$ cat config.mk
export PLATFORM = sky130hd
export DESIGN_NAME = i2c_irq_enable_status_regs
export DESIGN_NICKNAME = d
export VERILOG_FILES = /design/src/logic/i2c_regs_pkg.sv /design/src/logic/sticky_flag.sv /design/src/logic/i2c_irq_enable_status_regs.sv
export SDC_FILE = /design/constraint.sdc
export NUM_CORES = 1
export LEC_CHECK = 0
export CAP_MARGIN = 20
export CORE_MARGIN = 3
export CORE_UTILIZATION = 25
export CTS_CLUSTER_DIAMETER = 60
export CTS_CLUSTER_SIZE = 14
export DETAILED_ROUTE_END_ITERATION = 8
export DONT_BUFFER_PORTS = 1
export GPL_ROUTABILITY_DRIVEN = 0
export HOLD_SLACK_MARGIN = 0.02
export SYNTH_ARGS = -nofsm -noshare
export SYNTH_HDL_FRONTEND = slang
export SYNTH_SLANG_ARGS = --single-unit
$ cat constraint.sdc
create_clock -name i_clock -period 0.8 [get_ports i_clock]
set_clock_uncertainty 0.05 [all_clocks]
set_input_delay 0 -clock i_clock [delete_from_list [all_inputs] [get_ports i_clock]]
set_output_delay 0 -clock i_clock [all_outputs]
set_load 0.03 [all_outputs]
$ cat src/logic/i2c_regs_pkg.sv
package i2c_regs_pkg;

  // Register bus geometry.
  localparam int ADDR_WIDTH = 4;
  localparam int DATA_WIDTH = 16;

  // Register word offsets on the plain register port.
  localparam logic [ADDR_WIDTH-1:0] OFFSET_EXTENDED_MODE = 4'h0;
  localparam logic [ADDR_WIDTH-1:0] OFFSET_INTERRUPT_ENABLE = 4'h1;
  localparam logic [ADDR_WIDTH-1:0] OFFSET_BUS_EVENT_STATUS = 4'h2;

  // Extended mode control field.
  localparam int BIT_COMPAT_TIMING = 0;
  localparam logic RESET_COMPAT_TIMING = 1'h1;

  // Interrupt enable and status low-half field positions.
  localparam int BIT_ARBITRATION_LOST = 0;
  localparam int BIT_NO_ACK = 1;
  localparam int BIT_ACCESS_READY = 2;
  localparam int BIT_RECEIVE_READY = 3;
  localparam int BIT_TRANSMIT_READY = 4;
  localparam int BIT_STOP_DETECTED = 5;
  localparam int BIT_ENABLE_ADDRESSED = 6;
  localparam int ENABLE_WIDTH = 7;
  localparam logic [ENABLE_WIDTH-1:0] RESET_ENABLE = 7'h00;

  // Status high-half field positions.
  localparam int BIT_GENERAL_CALL = 8;
  localparam int BIT_ADDRESSED_AS_SLAVE = 9;
  localparam int BIT_TRANSMITTER_EMPTY = 10;
  localparam int BIT_RECEIVE_SHIFT_FULL = 11;
  localparam int BIT_BUS_BUSY = 12;
  localparam int BIT_ACK_WITHHELD_SENT = 13;
  localparam int BIT_SLAVE_DIRECTION = 14;

  // Reset values of the read-only status levels.
  localparam logic RESET_TRANSMIT_READY = 1'h1;
  localparam logic RESET_TRANSMITTER_EMPTY = 1'h1;
  localparam logic RESET_OTHER_STATUS = 1'h0;

  // Write-one-to-clear flags, indexed 0 to W1C_COUNT-1.
  localparam int W1C_COUNT = 7;
  localparam int W1C_ARBITRATION_LOST = 0;
  localparam int W1C_NO_ACK = 1;
  localparam int W1C_ACCESS_READY = 2;
  localparam int W1C_RECEIVE_READY = 3;
  localparam int W1C_STOP_DETECTED = 4;
  localparam int W1C_ACK_WITHHELD_SENT = 5;
  localparam int W1C_SLAVE_DIRECTION = 6;

  // Maps a write-one-to-clear flag index to its status bit position.
  function automatic int w1c_position(input int index);
    int position;
    position = BIT_ARBITRATION_LOST;
    case (index)
      W1C_NO_ACK: position = BIT_NO_ACK;
      W1C_ACCESS_READY: position = BIT_ACCESS_READY;
      W1C_RECEIVE_READY: position = BIT_RECEIVE_READY;
      W1C_STOP_DETECTED: position = BIT_STOP_DETECTED;
      W1C_ACK_WITHHELD_SENT: position = BIT_ACK_WITHHELD_SENT;
      W1C_SLAVE_DIRECTION: position = BIT_SLAVE_DIRECTION;
      default: position = BIT_ARBITRATION_LOST;
    endcase
    return position;
  endfunction

endpackage

$ cat src/logic/sticky_flag.sv
`timescale 1ns/1ps
`default_nettype none

// One hardware-set, software-cleared flag; a set in the clearing cycle wins.
module sticky_flag #(
  parameter logic RESET_VALUE = 1'h0
) (
  // Clock and reset.
  input wire logic i_clock,
  input wire logic i_rstn,
  // Set and clear requests.
  input wire logic i_set,
  input wire logic i_clear,
  // Flag state.
  output logic o_flag
);

  logic flag;
  logic next_flag;

  // Set has priority so an event in the clearing cycle is never lost.
  assign next_flag = i_set | (flag & ~i_clear);
  assign o_flag = flag;

  // State register.
  always_ff @(posedge i_clock or negedge i_rstn) begin
    if (!i_rstn) begin
      flag <= RESET_VALUE;
    end else begin
      flag <= next_flag;
    end
  end

endmodule // sticky_flag

`default_nettype wire

$ cat src/logic/i2c_irq_enable_status_regs.sv
// What this block does
// - Compat timing bit zero, read/write, resets one.
// - Each interrupt source has own enable bit.
// - Enable bits at fixed positions, reset zero.
// - Enable bits fifteen to seven read zero.
// - Sixteen-bit status shows events and bus state.
// - Listed event status bits clear on one.
// - Listed status bits read-only, two reset one.
// - Slave direction cleared by loopback, start, stop.
// - Ack-withheld flag set on nack, reset clears.
//
// The address map and strobed register access were chosen for this implementation.
`timescale 1ns/1ps
`default_nettype none

module i2c_irq_enable_status_regs
  import i2c_regs_pkg::*;
#(
  parameter int ADDRESS_WIDTH = ADDR_WIDTH
) (
  // Clock and reset.
  input wire logic i_clock,
  input wire logic i_rstn,
  // Register port.
  input wire logic [ADDRESS_WIDTH-1:0] i_address,
  input wire logic [DATA_WIDTH-1:0] i_write_data,
  input wire logic i_write_strobe,
  input wire logic i_read_strobe,
  output logic [DATA_WIDTH-1:0] o_read_data,
  // Event pulses from the serial engine.
  input wire logic i_arbitration_lost_event,
  input wire logic i_no_ack_event,
  input wire logic i_access_ready_event,
  input wire logic i_receive_ready_event,
  input wire logic i_stop_detected_event,
  input wire logic i_ack_withheld_sent_event,
  input wire logic i_slave_transmit_addressed_event,
  input wire logic i_start_or_stop_seen,
  // Levels from the serial engine.
  input wire logic i_digital_loopback,
  input wire logic i_module_enable,
  input wire logic i_bus_busy,
  input wire logic i_receive_shift_full,
  input wire logic i_transmitter_empty,
  input wire logic i_addressed_as_slave,
  input wire logic i_general_call_address,
  input wire logic i_transmit_ready,
  // Control and interrupt outputs.
  output logic o_compat_timing_select,
  output logic [ENABLE_WIDTH-1:0] o_interrupt_enable,
  output logic o_interrupt
);

  ////////////////////////////////////////////////////////////////////////////
  // Address decode.

  // True when the address equals the given register offset; the strobe is applied by the caller.
  function automatic logic hit(input logic [ADDRESS_WIDTH-1:0] address,
                               input logic [ADDRESS_WIDTH-1:0] offset);
    return address == offset;
  endfunction

  wire logic write_extended_mode;
  wire logic write_interrupt_enable;
  wire logic write_bus_event_status;
  wire logic read_extended_mode;
  wire logic read_interrupt_enable;
  wire logic read_bus_event_status;

  // Each strobe qualified by its own register offset.
  assign write_extended_mode = i_write_strobe & hit(i_address, OFFSET_EXTENDED_MODE);
  assign write_interrupt_enable = i_write_strobe & hit(i_address, OFFSET_INTERRUPT_ENABLE);
  assign write_bus_event_status = i_write_strobe & hit(i_address, OFFSET_BUS_EVENT_STATUS);
  assign read_extended_mode = i_read_strobe & hit(i_address, OFFSET_EXTENDED_MODE);
  assign read_interrupt_enable = i_read_strobe & hit(i_address, OFFSET_INTERRUPT_ENABLE);
  assign read_bus_event_status = i_read_strobe & hit(i_address, OFFSET_BUS_EVENT_STATUS);

  ////////////////////////////////////////////////////////////////////////////
  // Extended mode control.

  logic compat_timing_select;
  wire logic next_compat_timing_select;

  // Only the low bit is stored; upper write bits are dropped on the floor.
  assign next_compat_timing_select = write_extended_mode ?
                                     i_write_data[BIT_COMPAT_TIMING] :
                                     compat_timing_select;

  // Compat bit register, reset to one.
  always_ff @(posedge i_clock or negedge i_rstn) begin
    if (!i_rstn) begin
      compat_timing_select <= RESET_COMPAT_TIMING;
    end else begin
      compat_timing_select <= next_compat_timing_select;
    end
  end

  // The engine uses it to pick the transmit status flag timing.
  assign o_compat_timing_select = compat_timing_select;

  ////////////////////////////////////////////////////////////////////////////
  // Interrupt enable mask.

  logic [ENABLE_WIDTH-1:0] interrupt_enable_mask;
  wire logic [ENABLE_WIDTH-1:0] next_interrupt_enable_mask;

  // Bits fifteen to seven are not stored, so writes to them vanish.
  assign next_interrupt_enable_mask = write_interrupt_enable ?
                                      i_write_data[ENABLE_WIDTH-1:0] :
                                      interrupt_enable_mask;

  // Enable register, all sources off after reset.
  always_ff @(posedge i_clock or negedge i_rstn) begin
    if (!i_rstn) begin
      interrupt_enable_mask <= RESET_ENABLE;
    end else begin
      interrupt_enable_mask <= next_interrupt_enable_mask;
    end
  end

  assign o_interrupt_enable = interrupt_enable_mask;

  ////////////////////////////////////////////////////////////////////////////
  // Write-one-to-clear event flags.

  wire logic [W1C_COUNT-1:0] w1c_set;
  wire logic [W1C_COUNT-1:0] w1c_extra_clear;
  wire logic [W1C_COUNT-1:0] w1c_flag;

  // Hardware set sources, one per flag.
  assign w1c_set[W1C_ARBITRATION_LOST] = i_arbitration_lost_event;
  assign w1c_set[W1C_NO_ACK] = i_no_ack_event;
  assign w1c_set[W1C_ACCESS_READY] = i_access_ready_event;
  assign w1c_set[W1C_RECEIVE_READY] = i_receive_ready_event;
  assign w1c_set[W1C_STOP_DETECTED] = i_stop_detected_event;
  assign w1c_set[W1C_ACK_WITHHELD_SENT] = i_ack_withheld_sent_event;
  assign w1c_set[W1C_SLAVE_DIRECTION] = i_slave_transmit_addressed_event;

  // Hardware clear sources besides the software write of one.
  assign w1c_extra_clear[W1C_ARBITRATION_LOST] = 1'h0;
  assign w1c_extra_clear[W1C_NO_ACK] = 1'h0;
  assign w1c_extra_clear[W1C_ACCESS_READY] = 1'h0;
  assign w1c_extra_clear[W1C_RECEIVE_READY] = 1'h0;
  assign w1c_extra_clear[W1C_STOP_DETECTED] = 1'h0;
  assign w1c_extra_clear[W1C_ACK_WITHHELD_SENT] = ~i_module_enable;
  assign w1c_extra_clear[W1C_SLAVE_DIRECTION] = i_digital_loopback |
                                                i_start_or_stop_seen;

  // One sticky cell per flag; a write of zero leaves the flag alone.
  genvar flag_index;
  generate
    for (flag_index = 0; flag_index < W1C_COUNT; flag_index++) begin : gen_w1c
      wire logic software_clear;
      assign software_clear = write_bus_event_status &
                              i_write_data[w1c_position(flag_index)];
      sticky_flag #(
        .RESET_VALUE(RESET_OTHER_STATUS)
      ) flag_cell (
        .i_clock(i_clock),
        .i_rstn(i_rstn),
        .i_set(w1c_set[flag_index]),
        .i_clear(software_clear | w1c_extra_clear[flag_index]),
        .o_flag(w1c_flag[flag_index])
      );
    end
  endgenerate

  ////////////////////////////////////////////////////////////////////////////
  // Read-only status levels.

  logic bus_busy;
  logic receive_shift_full;
  logic transmitter_empty;
  logic addressed_as_slave;
  logic general_call_address;
  logic transmit_ready;

  // Levels are registered so a read sees a stable value; software cannot write them.
  always_ff @(posedge i_clock or negedge i_rstn) begin
    if (!i_rstn) begin
      bus_busy <= RESET_OTHER_STATUS;
      receive_shift_full <= RESET_OTHER_STATUS;
      transmitter_empty <= RESET_TRANSMITTER_EMPTY;
      addressed_as_slave <= RESET_OTHER_STATUS;
      general_call_address <= RESET_OTHER_STATUS;
      transmit_ready <= RESET_TRANSMIT_READY;
    end else begin
      bus_busy <= i_bus_busy;
      receive_shift_full <= i_receive_shift_full;
      transmitter_empty <= i_transmitter_empty;
      addressed_as_slave <= i_addressed_as_slave;
      general_call_address <= i_general_call_address;
      transmit_ready <= i_transmit_ready;
    end
  end

  ////////////////////////////////////////////////////////////////////////////
  // Status word assembly.

  logic [DATA_WIDTH-1:0] status_word;

  // Reserved positions fifteen, seven and six stay zero.
  always_comb begin
    status_word = '0;
    status_word[BIT_ARBITRATION_LOST] = w1c_flag[W1C_ARBITRATION_LOST];
    status_word[BIT_NO_ACK] = w1c_flag[W1C_NO_ACK];
    status_word[BIT_ACCESS_READY] = w1c_flag[W1C_ACCESS_READY];
    status_word[BIT_RECEIVE_READY] = w1c_flag[W1C_RECEIVE_READY];
    status_word[BIT_TRANSMIT_READY] = transmit_ready;
    status_word[BIT_STOP_DETECTED] = w1c_flag[W1C_STOP_DETECTED];
    status_word[BIT_GENERAL_CALL] = general_call_address;
    status_word[BIT_ADDRESSED_AS_SLAVE] = addressed_as_slave;
    status_word[BIT_TRANSMITTER_EMPTY] = transmitter_empty;
    status_word[BIT_RECEIVE_SHIFT_FULL] = receive_shift_full;
    status_word[BIT_BUS_BUSY] = bus_busy;
    status_word[BIT_ACK_WITHHELD_SENT] = w1c_flag[W1C_ACK_WITHHELD_SENT];
    status_word[BIT_SLAVE_DIRECTION] = w1c_flag[W1C_SLAVE_DIRECTION];
  end

  ////////////////////////////////////////////////////////////////////////////
  // Interrupt request.

  logic [ENABLE_WIDTH-1:0] pending_source;

  // Enable bit positions match the status low half; the addressed bit moves.
  always_comb begin
    pending_source = '0;
    pending_source[BIT_ARBITRATION_LOST] = status_word[BIT_ARBITRATION_LOST];
    pending_source[BIT_NO_ACK] = status_word[BIT_NO_ACK];
    pending_source[BIT_ACCESS_READY] = status_word[BIT_ACCESS_READY];
    pending_source[BIT_RECEIVE_READY] = status_word[BIT_RECEIVE_READY];
    pending_source[BIT_TRANSMIT_READY] = status_word[BIT_TRANSMIT_READY];
    pending_source[BIT_STOP_DETECTED] = status_word[BIT_STOP_DETECTED];
    pending_source[BIT_ENABLE_ADDRESSED] = status_word[BIT_ADDRESSED_AS_SLAVE];
  end

  // Level output, so it drops as soon as the flag clears or is disabled.
  // With FIFO mode the ready enables should stay off or this fires constantly.
  assign o_interrupt = |(pending_source & interrupt_enable_mask);

  ////////////////////////////////////////////////////////////////////////////
  // Read data.

  wire logic [DATA_WIDTH-1:0] next_read_data;
  logic [DATA_WIDTH-1:0] read_data;

  // Unmapped or idle reads return zero; reserved bits fill with zero too.
  assign next_read_data =
    read_extended_mode ? {{(DATA_WIDTH-1){1'h0}}, compat_timing_select} :
    read_interrupt_enable ? {{(DATA_WIDTH-ENABLE_WIDTH){1'h0}}, interrupt_enable_mask} :
    read_bus_event_status ? status_word :
    '0;

  // Data stand exactly one cycle after the read strobe.
  always_ff @(posedge i_clock or negedge i_rstn) begin
    if (!i_rstn) begin
      read_data <= '0;
    end else begin
      read_data <= next_read_data;
    end
  end

  assign o_read_data = read_data;

endmodule // i2c_irq_enable_status_regs

`default_nettype wire

# [Word level (Yosys, flattened, before mapping)]
# Index checks and enable logic that the tools add are counted.
[totals] register_bits=37 inputBits=40 wordCells=62
[op_classes] bitwise_logic=39 n_eq_ne=2 muxes=3 reduce_logical=2
[op_table] cell="16-bit two-way mux" count=2
[op_table] cell="1-bit bitwise AND" count=20
[op_table] cell="15-bit two-way mux" count=1
[op_table] cell="1-bit bitwise OR" count=10
[op_table] cell="1-bit NOT" count=8
[op_table] cell="7-bit bitwise AND" count=1
[op_table] cell="7-bit OR reduction" count=1
[op_table] cell="4-bit by 1-bit equality test with 1-bit output (second input constant)" count=1
[op_table] cell="4-bit by 2-bit equality test with 1-bit output (second input constant)" count=1
[op_table] cell="4-bit zero test" count=1

# [Depth between registers and ports, before layout]
# Gate-level depths: netlist (run 1).
[logic_depth] word_depth=7 mapped_depth=5 mapped_depth_nobuf=3

# [Modules after synthesis]
# A second synthesis (run 1) with hierarchy kept.
[unflattened] cells_unflattened=97 hier_area_um2=1363.8
[modules_own_cells] mod="i2c_irq_enable_status_regs" instances=1 cells_per_inst=76 seq_area_each_um2=704.4 area_each_um2=1109.8
[modules_own_cells] mod="sticky_flag" instances=7 cells_per_inst=3 seq_area_each_um2=25.0 area_each_um2=36.3

# [Least setup slack after synthesis (run 1)]
# No wires, ideal clock.
[synth_timing] path_kind="reg2out" from="register interrupt_enable_mask[6], in the netlist o_interrupt_enable[6]" to="output port o_interrupt" slack_ns=-0.396 path_stages_with_launch=3 path_buffers=0 t_arrival_ns=1.146 required_time_ns=0.750 path_cell_list="dfrtp_1 a222oi_1 nand3_1"
[synth_between] elab_chain_cells=2
[synth_lines] item="start: declaration" line="i2c_irq_enable_status_regs.sv:104" rtl="logic [ENABLE_WIDTH-1:0] interrupt_enable_mask;"
[synth_lines] item="start signal: assignment" line="i2c_irq_enable_status_regs.sv:117" rtl="interrupt_enable_mask <= next_interrupt_enable_mask;"
[synth_lines] item="7-bit bitwise AND" line="i2c_irq_enable_status_regs.sv:239" rtl="assign o_interrupt = |(pending_source & interrupt_enable_mask);"
[synth_lines] item="7-bit OR reduction" line="i2c_irq_enable_status_regs.sv:239"
[synth_lines] item="end: declaration" line="i2c_irq_enable_status_regs.sv:51" rtl="output logic o_interrupt"
# Every way passes these cells.

# [Worst setup path after layout (run 1)]
# Ends and elaborated chain as after synthesis.

==> impl_metrics.tcl, run 1 <==
set metrics [dict create \
    grt_pass1_vias 1042 \
    grt_max_degree 36 \
    synth_area_um2 1340 \
    hold_viol 37 \
    p_leak_nw 0.907 \
    h-tree-depth 2 \
    place_area_um2 1540 \
    max_cap_violations 0 \
    ys_types 21 \
    power.density_nw_per_um2 2110 \
    reg2reg_from "o_interrupt_enable[6]" \
    crit_type "flop to primary output" \
    wl_per_cell_um 16.0 \
    grt.overflow.total 0 \
    crit_path_cell_trace "a222oi_1 -> nand3_2" \
    grt_use_total 0.111 \
    endpoint_kind "primary output" \
    rsz0062_at_grt "yes" \
    fin_worst_hold_slack_ps -639 \
    start_kind "flop" \
    ir_drop_mv 0.971 \
    worst_slack_ps -617 \
    ys_ff_latch 35 \
    fmax_mhz 706 \
    crit_required_ps 750 \
    place_hpwl_um 2370 \
    routed_via_density 4.27 \
    synth.area.top_cells "dfrtp_1, mux2_2, dfstp_2, and2_1, a22o_1" \
    drv_slew 0 \
    finalSetupViolCount 27 \
    num_rows 26 \
    hp-class "input port to async pin" \
    run_status "finished with violations" \
    antenna_found_initial 0 \
    avgSynthCellArea_um2 14.7 \
    cts.sinks 35 \
    die_w_um 79.2 \
    ctsHoldBuffers 26 \
    violations "hold timing, setup timing" \
    numCtsBuffers 5 \
    finalNetCount 186 \
    antenna_left 0 \
    dr.pass1.iters 4 \
    synthToLayoutAreaGrowth_pct 54.4 \
    cp_data_arrival_time_ps 1370 \
    io_buffer_count 0 \
    io_pins 65 \
    fp.dieH_um 79.2 \
    drc 0 \
    clkTransAtPathRegs_ps 70 \
    synth_area_leader_cell "dfrtp_1" \
    core_area_um2 5140 \
    clockBufferDepth 2 \
    syn-instance-count 91 \
    ys_seq_area_frac 0.656 \
    ys_warn_count 0 \
    clockRootBuffer "clkbuf_8" \
    die_area_um2 6270 \
    critPathSlowestCell "a222oi_1" \
    wirelength_um 3470 \
    drive_gt1_frac 0.476 \
    dp_slack_ps -298 \
    finalCriticalPeriod_ps 1420 \
    clk_latency_ps 280 \
    vias 926 \
    worstPathMaxFanout 2 \
    rr_worst_depth 4 \
    yosysTopAreaCellShare 0.598 \
    antennaDiodeCount 0 \
    cts_tree "built" \
    drt_iter0_drc 15 \
    p_total_mw 4.36 \
    reg2reg_slack_ps -380 \
    critPathMaxStageDelay_ps 410 \
    r2r-end "o_interrupt_enable[6]" \
    finalCritPeriodShare 1.77 \
    finalInstanceArea_um2 2070 \
    grt_pass1_wl_um 5310 \
    start_util 0.261 \
]
[synth_stat cells]
master and instances:
buf_4 4, mux2i_1 1, dfrtp_1 32, nor2b_4 1, nor2_1 3, nor2b_1 1
nand2_1 1, a22oi_1 2, dfstp_2 3, mux2_2 8, nor3b_4 2, conb_1 1
a222oi_1 1, nand3_1 8, a31o_2 2, and2_1 8, a21o_1 5, nand3b_4 1
or3b_4 1, a22o_1 5, a2bb2oi_1 1
[metrics by stage]
stage               instances  setup TNS (ps)  hold WS (ps)  utilization
floorplan                  92           -3170          -346            -
global placement          175           -5300          -345        0.299
detailed placement        175           -5810          -345        0.299
CTS                       210           -4580          -651        0.383
global route              217           -5110          -656        0.403
finish                    217           -4220          -639        0.403
[worst max-delay path, delay by kind of cell, from the launching register on]
family | cells | cell delay, ps
compound gates | 1 | 410
flops | 1 | 400
simple gates | 1 | 280
[layout by cell type, fill, tap and decap left out]
master           n
nand3_1          7
dfrtp_2         17
dfrtp_1         15
nand3_2          1
clkinv_2         1
a222oi_1         1
mux2_2           1
mux2_4           7
buf_6           17
buf_8            1
mux2i_2          1
or3b_4           1
a2bb2oi_2        1
a21o_1           5
nor2b_4          1
buf_4            7
a22o_1           5
nand2_1          1
dlymetal6s4s_1   1
dfstp_2          3
conb_1           2
and2_1           7
and2_4           1
clkbuf_8         5
nor3b_4          2
clkbuf_1         2
dlygate4sd3_1   25
a31o_2           2
a22oi_1          2
nor2b_1          1
nor2_1           3
nand3b_4         1
[what timing repair did]
item,CTS,global route
setup buffers,1,8
cloned,0,0
pin swaps,1,4
hold endpoints to repair,63,37
endpoints found under the setup margin,39,42
resized for setup,32,13
[worst max path at each step]
stage | from | to | cells after the start
2_1_floorplan | o_interrupt_enable[6] | o_interrupt | 2
3_5_place_dp | addressed_as_slave | o_interrupt | 2
3_3_place_gp | o_interrupt_enable[6] | o_interrupt | 2
4_1_cts | addressed_as_slave | o_interrupt | 2
5_1_grt | o_interrupt_enable[6] | o_interrupt | 2
6_report | o_interrupt_enable[6] | o_interrupt | 2
[sequential cells by signal, indices dropped and copies added (netlist names)]
signal	flops
addressed_as_slave	1
transmit_ready	1
general_call_address	1
o_read_data	14
bus_busy	1
receive_shift_full	1
gen_w1c.flag_cell.o_flag	7
transmitter_empty	1
o_compat_timing_select	1
o_interrupt_enable	7
[layout make-up]
class,count,area (µm²)
Fill cell,519,3070
Sequential cell,35,901
Timing Repair Buffer,51,522
Multi-Input combinational cell,53,478
Tap cell,70,87.6
Clock buffer,7,76.3
Clock inverter,1,5.00
[cells by family after synthesis]
logic type      after synthesis  synth area share
flops                        35             0.656
simple gates                 26             0.145
compound gates               16            0.0990
mux                           9            0.0747
buf+inv                       4            0.0224
other cells                   1           0.00280
[power breakdown]
group / switching, mW / internal [mW] / total (mW)
combinational: 0.487 / 0.645 / 1.13
sequential: 0.132 / 1.92 / 2.06
clock: 0.564 / 0.610 / 1.17
total: 1.18 / 3.18 / 4.36
[per-layer routing]
metal	track usage	part of all wire	vias to the layer above	routed length, µm
li1	-	-	429	-
met1	0.121	0.40	451	1370
met2	0.194	0.51	42	1760
met3	0.0522	0.086	4	297
met4	0.0258	0.011	0	38
met5	0	0	-	0
(Power assumes the default switching activity.)
==> inputs of run 2 (changes only) <==
Settings changed: ABC_AREA set to 1, CTS_BUF_LIST set to sky130_fd_sc_hd__clkbuf_4 sky130_fd_sc_hd__clkbuf_8 sky130_fd_sc_hd__clkbuf_16, PLACE_DENSITY set to 0.51.
==> run 2 against run 1 <==
Against the previous run: the flow still finishes with violations (hold timing, setup timing); final cell count grew 29%; critical path depth increased by 3; non-clock buffer count up 1; count of clock-buffer cells in the layout fell by 1; design area rose by 8.5%; area after synthesis increased by 8.8%; core utilization about the same; flip-flop and latch count unchanged; critical path type unchanged; highest routed layer unchanged.
==> impl_metrics.tcl, run 2 <==
set metrics [dict create \
    run_status "finished with violations" \
    violations "hold timing, setup timing" \
    drive_gt1_frac 0.431 \
    p_leak_nw 1.08 \
    avgSynthCellArea_um2 9.53 \
    ys_async_sr_fraction 1.00 \
    crit_required_ps 750 \
    grt.overflow.total 0 \
    final_core_util 0.403 \
    finalNetCount 248 \
    fin_worst_hold_slack_ps -651 \
    dp_slack_ps -190 \
    drv_slew 0 \
    crit_top_cell "nand2_2" \
    die_area_um2 6780 \
    final_cell_mix "nand2_1, dlygate4sd3_1, inv_1" \
    h-tree-depth 2 \
    wirelength_um 3630 \
    io_pins 65 \
    fin_tns_setup_ps -2430 \
    grt_pass1_wl_um 5910 \
    cts_tree "built" \
    start_kind "flop" \
    drt_iter0_drc 51 \
    reg2reg_from "o_compat_timing_select" \
    crit_type "flop to primary output" \
    synthTopCellsByCount "nand2_1, dfrtp_1, inv_1, nand4_1, nor2_1" \
    max_cap_violations 0 \
    ys_seq_area_frac 0.603 \
    endpoint_kind "primary output" \
    grt_max_degree 36 \
    vias 1172 \
    antenna_left 0 \
    finalCritPeriodShare 1.66 \
    grt_use_total 0.121 \
    clkTransAtPathRegs_ps 70 \
    dr.pass1.iters 4 \
    ys_types 21 \
    num_rows 27 \
    seq_area_um2 906 \
    power.density_nw_per_um2 1960 \
    wl_per_cell_um 12.9 \
    io_buffer_count 0 \
    start_util 0.262 \
    yosysTopAreaCellShare 0.549 \
    reg2reg_slack_ps -150 \
    worstPathMaxFanout 2 \
    finalInstanceArea_um2 2240 \
    finalSetupViolCount 33 \
    clockRootBuffer "clkbuf_8" \
    largest_reg_flops 14 \
    critPathMaxStageDelay_ps 540 \
    fmax_mhz 753 \
    cp.buffers_inverters 1 \
    die_w_um 82.4 \
    hold_viol 54 \
    yosysMostFrequentCell "nand2_1" \
    synthToLayoutAreaGrowth_pct 54.0 \
    crit_path_cell_trace "nand2_2 -> nand2_2 -> nor2_4 -> nand4_1 -> buf_6" \
    rsz0062_at_grt "yes" \
    clk_latency_ps 290 \
    core_area_um2 5570 \
    ir_drop_mv 1.02 \
    routed_via_density 4.17 \
    synth_edf_count 0 \
    r2r-end "o_read_data[0]" \
    antenna_found_initial 0 \
    cp_data_arrival_time_ps 1280 \
    layout_commonest_cell "nand2_1" \
    numCtsBuffers 5 \
    clockBufferDepth 2 \
    hp-class "input port to async pin" \
    place_hpwl_um 2590 \
    critPathSlowestCell "dfstp_2" \
    fp.dieH_um 82.4 \
    drc 0 \
    synth_area_um2 1460 \
    cp_top_family "flip-flops" \
    finalCriticalPeriod_ps 1330 \
    rr_worst_depth 3 \
    synth-main-ff-cell "dfrtp_1" \
    synth.area.top_cells "dfrtp_1, nand2_1, inv_1, dfstp_2, nand4_1" \
    nFillCells 581 \
    synth_area_leader_cell "dfrtp_1" \
    ys_ff_latch 35 \
    place_area_um2 1720 \
    multi_input_area_um2 514 \
    syn-instance-count 153 \
    ctsHoldBuffers 29 \
    grt_pass1_vias 1181 \
    worst_slack_ps -527 \
    cts.sinks 35 \
    ys_warn_count 0 \
    antennaDiodeCount 0 \
]
run 2: logic make-up after synthesis:
kind of cell	after synthesis	share of synthesized area
flip-flops	35	0.603
other	1	0.00257
buffers and inverters	31	0.0927
AO/OA/AOI/OAI	8	0.0455
AND/OR/NAND/NOR	78	0.256
run 2: routing by layer:
layer  vias to the layer above  routed length [µm]  share of wire  GRT usage
li1                        581                   -              -          -
met1                       548                1650           0.46      0.159
met2                        36                1700           0.47      0.183
met3                         7                 224          0.062     0.0401
met4                         0                  50          0.014     0.0498
met5                         -                   0              0          0
run 2: final cells by class:
cell class | count | area share
multi-input combinational | 88 | 0.229
clock buffer | 6 | 0.0340
sequential | 35 | 0.404
tap | 72 | 0.0401
timing repair buffer | 52 | 0.244
clock inverter | 2 | 0.00557
inverter | 26 | 0.0440
run 2: worst max path at each step:
stage	cells after the start	to	slack [ps]	from
6_report	5	o_interrupt	-530	transmit_ready
5_1_grt	5	o_interrupt	-610	o_interrupt_enable[4]
4_1_cts	5	o_interrupt	-490	o_interrupt_enable[6]
3_5_place_dp	5	o_interrupt	-190	o_interrupt_enable[6]
3_3_place_gp	5	o_interrupt	-200	o_interrupt_enable[6]
2_1_floorplan	4	o_interrupt	-230	o_interrupt_enable[3]
run 2: through the flow:
| stage | cells | power, mW |
|---|---|---|
| 2_1_floorplan | 154 | 2.51 |
| 3_3_place_gp | 244 | 2.80 |
| 3_5_place_dp | 244 | 2.80 |
| 4_1_cts | 282 | 4.38 |
| 5_1_grt | 281 | 4.65 |
| 6_report | 281 | 4.40 |
run 2: repair_timing:
action / 4_1_cts / 5_1_grt
setup buffers: 1 / 4
pin swaps: 1 / 12
setup endpoints to repair: 32 / 52
resized for setup: 33 / 22
endpoints found under the hold margin: 70 / 54
run 2: power by group:
| part | internal [mW] | switching (mW) | total [mW] | leakage (nW) |
|---|---|---|---|---|
| logic | 0.514 | 0.554 | 1.07 | 0.641 |
| clock network | 0.642 | 0.659 | 1.30 | 0.0446 |
| registers | 1.92 | 0.113 | 2.03 | 0.396 |
| total | 3.07 | 1.33 | 4.40 | 1.08 |
==> inputs of run 3 (changes only) <==
Settings changed: CORE_ASPECT_RATIO set to 0.7.
==> run 3 against run 2 <==
Against the previous run: the flow still finishes with violations (hold timing, setup timing); largest cell class unchanged; critical path type unchanged; total power down 3.0%; critical path depth unchanged; via count down 3.7%; die area up 0.21%; combinational power down 12%; count of clock-buffer cells in the layout unchanged; first-iteration DRC count down 47%; flip-flop and latch count unchanged; global-route usage down 0.75 points; fmax up 6.5%.
==> impl_metrics.tcl, run 3 (synthesis gave the netlist of run 2 again) <==
set metrics [dict create \
    rsz0062_at_grt "yes" \
    synthToLayoutAreaGrowth_pct 50.6 \
    final_cell_mix "nand2_1, dlygate4sd3_1, inv_1" \
    drt_iter0_drc 27 \
    hold_viol 42 \
    num_rows 22 \
    fmax_mhz 802 \
    largest_reg_flops 14 \
    hp-class "input port to async pin" \
    clkTransAtPathRegs_ps 70 \
    max_cap_violations 0 \
    antenna_found_initial 0 \
    grt_max_degree 36 \
    crit_type "flop to primary output" \
    die_w_um 97.3 \
    grt_pass1_vias 1210 \
    wirelength_um 3660 \
    clockBufferDepth 2 \
    clk_latency_ps 280 \
    die_area_um2 6800 \
    routed_via_density 4.05 \
    wl_per_cell_um 13.1 \
    core_area_um2 5420 \
    rr_worst_depth 3 \
    grt.overflow.total 0 \
    start_kind "flop" \
    power.density_nw_per_um2 1940 \
    crit_required_ps 750 \
    p_leak_nw 1.08 \
    crit_start "transmit_ready" \
    drv_slew 0 \
    place_hpwl_um 2630 \
    reg2reg_slack_ps -120 \
    violations "hold timing, setup timing" \
    grt_use_total 0.114 \
    drive_gt1_frac 0.372 \
    drc 0 \
    io_buffer_count 0 \
    clockRootBuffer "clkbuf_8" \
    grt_pass1_wl_um 6040 \
    dpl.cell_count 241 \
    fin_worst_hold_slack_ps -648 \
    endpoint_kind "primary output" \
    layout_commonest_cell "nand2_1" \
    dr.pass1.iters 4 \
    run_status "finished with violations" \
    cp_data_arrival_time_ps 1200 \
    antennaDiodeCount 0 \
    layout.cells.non_filler 279 \
    worstPathMaxFanout 2 \
    h-tree-depth 2 \
    finalCritPeriodShare 1.56 \
    finalNetCount 246 \
    ir_drop_mv 0.598 \
    start_util 0.269 \
    r2r-end "o_read_data[0]" \
    final_core_util 0.405 \
    p_total_mw 4.27 \
    finalCriticalPeriod_ps 1250 \
    numCtsBuffers 5 \
    cts_tree "built" \
    antenna_left 0 \
    cts.sinks 35 \
    finalSetupViolCount 36 \
    fp.dieH_um 69.9 \
    reg2reg_from "o_compat_timing_select" \
    cp-endpoint "o_interrupt" \
    nFillCells 535 \
    worst_slack_ps -447 \
    vias 1129 \
    io_pins 65 \
]
[run 3: changes by cell type in the layout (fill, tap and decap cells not counted), sizes merged]
cell and delta:
dlygate4sd3 +1, buf -3
[run 3: cell type report]
class	count	area [µm²]	share of cell area
tap	72	90.1	0.0410
sequential	35	906	0.413
clock buffer	6	76.3	0.0348
multi-input combinational	88	479	0.218
timing repair buffer	50	533	0.243
inverter	26	98.8	0.0450
clock inverter	2	12.5	0.00570
[run 3: routing by layer]
layer | up-vias | share of wire | GRT usage
met3 | 3 | 0.064 | 0.0419
met5 | - | 0 | 0
met1 | 518 | 0.48 | 0.147
li1 | 575 | - | -
met4 | 0 | 0.0068 | 0.0323
met2 | 33 | 0.45 | 0.180
[run 3: worst min-delay path by stage]
stage | from | to | depth (start not counted) | slack [ps]
2_1_floorplan | i_rstn | addressed_as_slave | 0 | -350
3_3_place_gp | i_rstn | o_read_data[10] | 0 | -340
3_5_place_dp | i_rstn | o_read_data[11] | 0 | -340
4_1_cts | i_rstn | o_read_data[12] | 0 | -660
5_1_grt | i_rstn | o_read_data[10] | 0 | -670
6_report | i_rstn | o_read_data[1] | 0 | -650
[run 3: worst max-delay path, stage by stage, from the launching register on]
cell	delay [ps]
dfstp_2	530
nand2_1	50
nand2_1	60
nor2_2	40
nand4_1	90
buf_6	140
[run 3: through the flow]
step	TNS (ps)	setup WS [ps]	area (µm²)
final	-3670	-447	2200
after global routing	-4990	-532	2200
after CTS	-7100	-472	2170
after global placement	-618	-172	1720
after detailed placement	-672	-171	1720
after floorplan	-383	-227	1470
[run 3: where the power goes]
group / total, mW / switching, mW / internal (mW)
logic: 0.946 / 0.505 / 0.441
clock network: 1.30 / 0.654 / 0.642
registers: 2.02 / 0.109 / 1.92
[run 3: timing repair]
| item | in CTS | in global routing |
|---|---|---|
| gates resized for setup | 26 | 8 |
| buffers inserted | 1 | 1 |
| pin swaps | 6 | 5 |
| setup endpoints to repair | 32 | 52 |
| hold buffers | 29 | 1 |
| endpoints found under the hold margin | 70 | 54 |
